==> config.mk <==
export PLATFORM = sky130hd
export DESIGN_NAME = two_level_irq_controller
export DESIGN_NICKNAME = d
export VERILOG_FILES = /design/src/core/irq_ctrl_pkg.sv /design/src/core/pin_sampler.sv /design/src/core/two_level_irq_controller.sv
export VERILOG_INCLUDE_DIRS = /design/src /design/src/core
export SDC_FILE = /design/constraint.sdc
export NUM_CORES = 1
export LEC_CHECK = 0
export BUFFER_PORTS_ARGS = -buffer_cell sky130_fd_sc_hd__buf_4
export CAP_MARGIN = 0
export CORE_ASPECT_RATIO = 1.5
export CORE_MARGIN = 2
export CORE_UTILIZATION = 49
export CTS_CLUSTER_DIAMETER = 120
export CTS_CLUSTER_SIZE = 20
export DETAILED_ROUTE_END_ITERATION = 7
export GPL_TIMING_DRIVEN = 1
export PLACE_DENSITY_LB_ADDON = 0.05
export SYNTH_ARGS = -nofsm -noshare
export SYNTH_HDL_FRONTEND = slang
export SYNTH_HIERARCHICAL = 1
export SYNTH_SLANG_ARGS = --single-unit
==> constraint.sdc <==
create_clock -name mclk_in -period 1.9 [get_ports mclk_in]
set_input_delay 0.095 -clock mclk_in [delete_from_list [all_inputs] [get_ports mclk_in]]
set_output_delay 0.095 -clock mclk_in [all_outputs]
set_load 0.01 [all_outputs]
==> src/core/irq_ctrl_defines.svh <==
// Constants for the two-level interrupt controller: indices, positions, vectors, timing.
// Included by the controller file; it holds definitions only.
`ifndef IRQ_CTRL_DEFINES_SVH
`define IRQ_CTRL_DEFINES_SVH

`define IRQ_SOURCE_COUNT 11
`define IRQ_VEC_COUNT 7
`define IRQ_FLAG_COUNT 9

// Flag vector positions
`define FLG_EXT_A 0
`define FLG_CTR_A 1
`define FLG_EXT_B 2
`define FLG_CTR_B 3
`define FLG_UART_RX 4
`define FLG_UART_TX 5
`define FLG_CTR_C_OVF 6
`define FLG_CTR_C_EXT 7
`define FLG_WDT 8
`define FLAGS_RESET 9'h000

// Enable and watchdog control register bit positions
`define IE_GLOBAL_BIT 7
`define EIE_WDT_BIT 4
`define WATCHDOG_CONTROL_REG_WDT_FLAG_BIT 3

// Machine cycle of four system clocks
`define MCYCLE_CLKS 4
`define MCYCLE_LAST 2'(`MCYCLE_CLKS - 1)

// Vector addresses
`define VEC_EXT_A 16'h0003
`define VEC_CTR_A 16'h000B
`define VEC_EXT_B 16'h0013
`define VEC_CTR_B 16'h001B
`define VEC_UART 16'h0023
`define VEC_CTR_C 16'h002B
`define VEC_WDT 16'h0063
`define VEC_RESET 16'h0000

`endif

==> src/core/irq_ctrl_pkg.sv <==
// Types shared by the interrupt controller files.
// Assumes nothing beyond a SystemVerilog compiler.
package irq_ctrl_pkg;
  // Source order is also the fixed grant order, first wins
  typedef enum logic [2:0] {
    SRC_EXT_A = 3'h0,
    SRC_CTR_A = 3'h1,
    SRC_EXT_B = 3'h2,
    SRC_CTR_B = 3'h3,
    SRC_UART = 3'h4,
    SRC_CTR_C = 3'h5,
    SRC_WDT = 3'h6
  } src_t;
endpackage

==> src/core/pin_sampler.sv <==
// Pin sampler: three-flop synchroniser, agreement filter, machine-cycle sample, fall detect.
// Assumes tick_in pulses once per machine cycle and rst_n_in is already synchronised.
module pin_sampler (
  input wire logic mclk_in,
  input wire logic rst_n_in,
  input wire logic pin_in,
  input wire logic tick_in,
  output logic sample_out,
  output logic fall_out
);
  logic s1_q, s2_q, s3_q, filt_q, filt_d, smp_q, smp_d, fall_q, fall_d;

  always_comb begin
    filt_d = filt_q;
    if (s2_q == s3_q) begin
      filt_d = s2_q;
    end
    smp_d = smp_q;
    fall_d = 1'b0;
    if (tick_in) begin
      smp_d = filt_q;
      // High in one sample, low in the next; needs a full cycle per level
      fall_d = smp_q & ~filt_q;
    end
  end

  always_ff @(posedge mclk_in or negedge rst_n_in) begin
    if (!rst_n_in) begin
      s1_q <= 1'b1;
      s2_q <= 1'b1;
      s3_q <= 1'b1;
      filt_q <= 1'b1;
      smp_q <= 1'b1;
      fall_q <= 1'b0;
    end else begin
      s1_q <= pin_in;
      s2_q <= s1_q;
      s3_q <= s2_q;
      filt_q <= filt_d;
      smp_q <= smp_d;
      fall_q <= fall_d;
    end
  end

  assign sample_out = smp_q;
  assign fall_out = fall_q;
endmodule

==> src/core/two_level_irq_controller.sv <==
// Two-level interrupt controller: flags, enables, priority resolution, vector hand-off.
// Assumes the core pulses irq_ack_in while irq_req_out is high and irq_return_in on return.
//
// Contract
// - Seven sources with enable, priority, flag, vector
// - Each external pin selects edge or level
// - Edge mode: sampled high then low sets
// - Edge external flag clears on service entry
// - Level external flag survives service entry
// - Timer a/b overflow flags clear on service
// - Timer c request ORs its two flags
// - Timer c flags never cleared on service
// - Watchdog flag bit 3, enable bit 4
// - Software may set or clear any flag
// - Per-source enables plus blocking global enable
// - Each source picks high or low level
// - Lower level never preempts higher routine
// - Fixed order resolves same-level simultaneous requests
// - Fixed vector address per source
// - Machine cycle is four system clocks
`include "irq_ctrl_defines.svh"
module two_level_irq_controller (
  input wire logic mclk_in,
  input wire logic rstn_in,
  input wire logic external_request_a_pin_in,
  input wire logic external_request_b_pin_in,
  input wire logic trigger_select_a_in,
  input wire logic trigger_select_b_in,
  input wire logic [7:0] irq_enable_reg_in,
  input wire logic [4:0] extra_irq_enable_reg_in,
  input wire logic [`IRQ_VEC_COUNT-1:0] priority_in,
  input wire logic counter_a_overflow_in,
  input wire logic counter_b_overflow_in,
  input wire logic counter_c_overflow_in,
  input wire logic counter_c_external_in,
  input wire logic uart_rx_done_in,
  input wire logic uart_tx_done_in,
  input wire logic watchdog_timeout_in,
  input wire logic [`IRQ_FLAG_COUNT-1:0] flag_set_in,
  input wire logic [`IRQ_FLAG_COUNT-1:0] flag_clr_in,
  input wire logic irq_ack_in,
  input wire logic irq_return_in,
  output logic irq_req_out,
  output logic [15:0] irq_vector_out,
  output irq_ctrl_pkg::src_t irq_source_out,
  output logic irq_level_out,
  output logic [1:0] active_level_out,
  output logic [`IRQ_FLAG_COUNT-1:0] flags_out,
  output logic [7:0] watchdog_control_reg_out
);
  import irq_ctrl_pkg::*;

  logic [1:0] rst_sync_q;
  logic rst_n;
  logic [1:0] phase_q, phase_d;
  logic tick_q, tick_d;
  logic samp_a, fall_a, samp_b, fall_b;
  logic [`IRQ_FLAG_COUNT-1:0] flags_q, flags_d, hw_set, hw_clr;
  logic [`IRQ_VEC_COUNT-1:0] pend, en, req_hi, req_lo;
  logic req_q, req_d, lvl_q, lvl_d, ack_take;
  logic [1:0] act_q, act_d;
  src_t sel_q, sel_d;
  logic [15:0] vec_q, vec_d;
  logic [7:0] watchdog_control_reg_q, watchdog_control_reg_d;

  // Lowest index wins: that is the fixed hierarchy
  function automatic src_t first_src(input logic [`IRQ_VEC_COUNT-1:0] v);
    src_t s;
    s = SRC_WDT;
    for (int i = `IRQ_VEC_COUNT - 1; i >= 0; i--) begin
      if (v[i]) begin
        s = src_t'(i[2:0]);
      end
    end
    return s;
  endfunction

  function automatic logic [15:0] vec_addr(input src_t s);
    logic [15:0] a;
    unique case (s)
      SRC_EXT_A: a = `VEC_EXT_A;
      SRC_CTR_A: a = `VEC_CTR_A;
      SRC_EXT_B: a = `VEC_EXT_B;
      SRC_CTR_B: a = `VEC_CTR_B;
      SRC_UART: a = `VEC_UART;
      SRC_CTR_C: a = `VEC_CTR_C;
      SRC_WDT: a = `VEC_WDT;
      default: a = `VEC_RESET;
    endcase
    return a;
  endfunction

  // Reset released through two flops
  always_ff @(posedge mclk_in or negedge rstn_in) begin
    if (!rstn_in) begin
      rst_sync_q <= 2'h0;
    end else begin
      rst_sync_q <= {rst_sync_q[0], 1'b1};
    end
  end
  assign rst_n = rst_sync_q[1];

  always_comb begin
    phase_d = phase_q + 2'h1;
    tick_d = (phase_q == `MCYCLE_LAST);
  end

  pin_sampler u_samp_a (
    .mclk_in(mclk_in),
    .rst_n_in(rst_n),
    .pin_in(external_request_a_pin_in),
    .tick_in(tick_q),
    .sample_out(samp_a),
    .fall_out(fall_a)
  );

  pin_sampler u_samp_b (
    .mclk_in(mclk_in),
    .rst_n_in(rst_n),
    .pin_in(external_request_b_pin_in),
    .tick_in(tick_q),
    .sample_out(samp_b),
    .fall_out(fall_b)
  );

  assign ack_take = irq_ack_in & req_q;

  // Flag group
  always_comb begin
    hw_set = '0;
    hw_clr = '0;
    // Level mode tracks the sampled pin; the requester keeps it low
    hw_set[`FLG_EXT_A] = trigger_select_a_in ? fall_a : (tick_q & ~samp_a);
    hw_clr[`FLG_EXT_A] = ~trigger_select_a_in & tick_q & samp_a;
    hw_set[`FLG_EXT_B] = trigger_select_b_in ? fall_b : (tick_q & ~samp_b);
    hw_clr[`FLG_EXT_B] = ~trigger_select_b_in & tick_q & samp_b;
    hw_set[`FLG_CTR_A] = counter_a_overflow_in;
    hw_set[`FLG_CTR_B] = counter_b_overflow_in;
    hw_set[`FLG_UART_RX] = uart_rx_done_in;
    hw_set[`FLG_UART_TX] = uart_tx_done_in;
    hw_set[`FLG_CTR_C_OVF] = counter_c_overflow_in;
    hw_set[`FLG_CTR_C_EXT] = counter_c_external_in;
    hw_set[`FLG_WDT] = watchdog_timeout_in;
    if (ack_take) begin
      unique case (sel_q)
        SRC_EXT_A: hw_clr[`FLG_EXT_A] = trigger_select_a_in;
        SRC_CTR_A: hw_clr[`FLG_CTR_A] = 1'b1;
        SRC_EXT_B: hw_clr[`FLG_EXT_B] = trigger_select_b_in;
        SRC_CTR_B: hw_clr[`FLG_CTR_B] = 1'b1;
        default: hw_clr = hw_clr;
      endcase
    end
    // Set beats clear so an event in the clearing cycle survives
    flags_d = (flags_q & ~(hw_clr | flag_clr_in)) | hw_set | flag_set_in;
    watchdog_control_reg_d = 8'h00;
    watchdog_control_reg_d[`WATCHDOG_CONTROL_REG_WDT_FLAG_BIT] = flags_d[`FLG_WDT];
  end

  // Arbitration group
  always_comb begin
    pend = {flags_q[`FLG_WDT],
            flags_q[`FLG_CTR_C_OVF] | flags_q[`FLG_CTR_C_EXT],
            flags_q[`FLG_UART_RX] | flags_q[`FLG_UART_TX],
            flags_q[`FLG_CTR_B], flags_q[`FLG_EXT_B],
            flags_q[`FLG_CTR_A], flags_q[`FLG_EXT_A]};
    en = {extra_irq_enable_reg_in[`EIE_WDT_BIT], irq_enable_reg_in[5:0]};
    en = en & {`IRQ_VEC_COUNT{irq_enable_reg_in[`IE_GLOBAL_BIT]}};
    req_hi = pend & en & priority_in;
    req_lo = pend & en & ~priority_in;
    act_d = act_q;
    if (irq_return_in) begin
      act_d = act_q[1] ? {1'b0, act_q[0]} : 2'b00;
    end
    if (ack_take) begin
      act_d[lvl_q] = 1'b1;
    end
    req_d = 1'b0;
    sel_d = sel_q;
    lvl_d = lvl_q;
    // One quiet cycle after ack or return lets flags and levels settle
    if (!ack_take && !irq_return_in) begin
      if ((|req_hi) && !act_q[1]) begin
        req_d = 1'b1;
        sel_d = first_src(req_hi);
        lvl_d = 1'b1;
      end else if ((|req_lo) && (act_q == 2'b00)) begin
        req_d = 1'b1;
        sel_d = first_src(req_lo);
        lvl_d = 1'b0;
      end
    end
    vec_d = vec_addr(sel_d);
  end

  always_ff @(posedge mclk_in or negedge rst_n) begin
    if (!rst_n) begin
      phase_q <= 2'h0;
      tick_q <= 1'b0;
      flags_q <= `FLAGS_RESET;
      watchdog_control_reg_q <= 8'h00;
      req_q <= 1'b0;
      sel_q <= SRC_EXT_A;
      lvl_q <= 1'b0;
      act_q <= 2'b00;
      vec_q <= `VEC_EXT_A;
    end else begin
      phase_q <= phase_d;
      tick_q <= tick_d;
      flags_q <= flags_d;
      watchdog_control_reg_q <= watchdog_control_reg_d;
      req_q <= req_d;
      sel_q <= sel_d;
      lvl_q <= lvl_d;
      act_q <= act_d;
      vec_q <= vec_d;
    end
  end

  assign irq_req_out = req_q;
  assign irq_vector_out = vec_q;
  assign irq_source_out = sel_q;
  assign irq_level_out = lvl_q;
  assign active_level_out = act_q;
  assign flags_out = flags_q;
  assign watchdog_control_reg_out = watchdog_control_reg_q;
endmodule

==> run_results.csv <==
group,metric,value,unit
sta,rsz0062_at_grt,"yes",
setup_path,worst-path-buf-inv,1,
clock_tree,clk_path_buf_depth,2,
route,route.detailed.drc,0,
clock_tree,cts_root_buf,"clkbuf_8",
route,wl_per_cell,14.9,µm
layout,num_antenna_cells,0,
yosys,synth_edf_count,0,
global_route,grt_usage,23.0,%
power,p_sw,0.822,mW
global_route,grt_pass1_wl,7200,µm
clock_tree,clk_latency,0.29,ns
outcome,violations,"setup timing",
setup_path,cp_top_family,"simple AND/OR/NAND/NOR gates",
route,vias,1658,
power,ir_drop,0.00108,V
sta,setup_violations,5,
route,drt_iter0_markers,38,
yosys,async_flop_share,100,%
sta,hold_viol_final,0,
layout,fin_util,76.0,%
setup_path,end_kind,"flip-flop",
clock_tree,cts_tree,"built",
route,via_per_inst,5.23,
global_route,grt_overflow,0,
power,power_frac_clock,24.6,%
yosys,syn_avg_cell_area,11.1,µm²
global_route,grt_pass1_vias,1687,
hold_path,hp-class,"input pin to flip-flop",
place,port_buffers,70,
place,globalplace.congestion,0.842,
clock_tree,cts_buffers,5,
sta,finalCritPeriodShare,104,%
floorplanning,pin_count,93,
power,internal_power,1.74,mW
yosys,synth_ff_type,"dfrtp_1",
floorplanning,initial_utilization,51.2,%
layout,final_common_cell,"buf_4",
setup_path,crit_path_cell_trace,"and4b_2, nor4b_4, a311oi_2, and2_1, a221oi_2, inv_2, a21boi_2",
yosys,synth-warning-count,6,
yosys,syn-cell-area,0.00188,mm²
clock_tree,clkSinkCount,38,
power,p_total,2.57,mW
route,firstDrtPassIters,4,
layout,drive_above_1_share,48.2,%
layout,finish.net_count,327,
global_route,grt_max_degree,37,
place,place_inst,294,
layout,final_cell_count_no_fill,317,
layout,layout_common_cells,"buf_4, dfrtp_1, conb_1, inv_1, dlygate4sd3_1",
yosys,synth_cells,169,
floorplanning,rows,27,
run,drv_cap,0,
setup_path,crit_type,"flip-flop to flip-flop",
global_route,antenna_found_initial,0,
power,p_per_area,916,mW/mm²
power,pwr-share-seq,42.8,%
setup_path,critPathMaxStageDelay,0.41,ns
power,combPwrFrac,32.6,%
yosys,ys_seq_area_share,51.2,%
route,wirelength,4720,µm
outcome,outcome,"finished, violations left",
sta,worst_slack,-0.0771,ns
clock_tree,path_clk_slew,0.08,ns
place,hpwl,3470,µm
floorplanning,coreArea,0.00368,mm²
setup_path,cp-start-kind,"flip-flop",
yosys,ys_seq_elements,38,
route,ant_nets,0,
floorplanning,die_w,54.6,µm
setup_path,worstPathArrival,2.20,ns
clock_tree,cts_max_level,2,
yosys,ys_types,50,
sta,drv_slew,0,
layout,area_growth_syn_to_layout,48.6,%
power,power_switching_share,32.1,%
sta,min_period,1.98,ns
setup_path,critPathRequiredTime,2.12,ns
sta,skew,0.00735,ns
floorplanning,die_y,80.0,µm
setup_path,critPathMaxFanout,3,
floorplanning,dieArea,0.00437,mm²
power,power.leakage,1.37,nW
sta,fmax,0.506,GHz
setup_path,slowest_stage,"nor4b_4",
==> power groups by stage <==
stage	Clock [mW]	Sequential, mW	Combinational (mW)
global placement	0	1.09	0.725
CTS	0.654	1.08	0.804
global route	0.680	1.11	0.907
finish	0.632	1.10	0.835
floorplan	0	1.14	0.332
detailed placement	0	1.09	0.747
==> worst min-delay path, stage by stage <==
cell	delay [ns]
buf_4	0.08
nor2_1	0.03
o21ai_0	0.07
==> cell type report <==
type                    instances  area, µm²
clock inverters                 2       15.0
inverters                      15       56.3
well taps                      43       53.8
clock buffers                   6       93.8
multi-input cells             112        826
fillers                       257        882
flip-flops and latches         38        965
repair buffers                101        791
==> logic make-up after synthesis <==
logic type / count (synthesis) / synth area share [%]
buf+inv: 35 / 11.2
mux: 3 / 2.12
compound gates: 38 / 16.8
other cells: 2 / 0.399
fa+ha+maj: 3 / 1.86
flops: 38 / 51.2
simple gates: 50 / 16.5
==> Yosys cell counts, drive strengths merged, types with 3 or more instances <==
cell type	count	share of area, %
buf	20	8.2
dfrtp	27	36
a21oi	5	1.3
dfstp	11	15
and4b	3	1.7
o21ai	8	2.1
nand3	4	1.1
nor2	9	1.8
nand4	5	1.7
nand2	10	2.0
inv	15	3.0
and2	3	1.1
==> layer usage <==
layer / wire length (µm) / global-route usage, %
met3: 330 / 5.43
met2: 2540 / 39.9
met5: 0 / 0
met4: 156 / 12.8
met1: 1690 / 23.9
==> metrics by stage <==
step                      setup slack [ns]  hold WS (ns)  cell area (µm²)  TNS, ns
after floorplan                     0.0365        -0.201             1940        0
after global placement             -0.0171        -0.123             2490  -0.0171
after detailed placement            -0.135        -0.122             2490   -0.416
after CTS                          -0.0487       0.00884             2760  -0.0918
after global routing                -0.174       0.00618             2800   -0.595
final                              -0.0771        0.0160             2800   -0.157
==> what timing repair did <==
action                                  in CTS  in global routing
resized for setup                            4                  7
pin swaps                                    8                  4
buffers inserted                             1                  1
endpoints found under the setup margin       5                  8
hold endpoints to repair                    10                  0
hold buffers                                13                  0
==> flip-flops by register name, summed over array words and instances (netlist names) <==
| register | count |
|---|---|
| flags_out | 8 |
| irq_vector_out | 5 |
| irq_source_out | 3 |
| active_level_out | 2 |
| phase_q | 2 |
| rst_sync_q | 2 |
| irq_level_out | 1 |
| irq_req_out | 1 |
| tick_q | 1 |
| u_samp_a/fall_out | 1 |
| u_samp_a/filt_q | 1 |
| u_samp_a/s1_q | 1 |
| u_samp_a/s2_q | 1 |
| u_samp_a/s3_q | 1 |
| u_samp_a/sample_out | 1 |
| u_samp_b/fall_out | 1 |
| u_samp_b/filt_q | 1 |
| u_samp_b/s1_q | 1 |
| u_samp_b/s2_q | 1 |
| u_samp_b/s3_q | 1 |
| u_samp_b/sample_out | 1 |
| watchdog_control_reg_out | 1 |
==> path summary, 6_finish.rpt <==
check                                from             endpoint  slack (ns)  cells past startpoint
min in group asynchronous         rstn_in        rst_sync_q[0]        0.13                      2
max in group asynchronous   rst_sync_q[1]  u_samp_a/sample_out        1.29                      1
hold / removal             flag_set_in[5]         flags_out[5]        0.02                      3
hold reg to reg             rst_sync_q[1]    irq_vector_out[6]        0.27                      1
setup reg to reg             flags_out[2]    irq_vector_out[5]       -0.08                      7
setup / recovery             flags_out[2]    irq_vector_out[5]       -0.08                      7
Power figures use the tool's default switching activity.
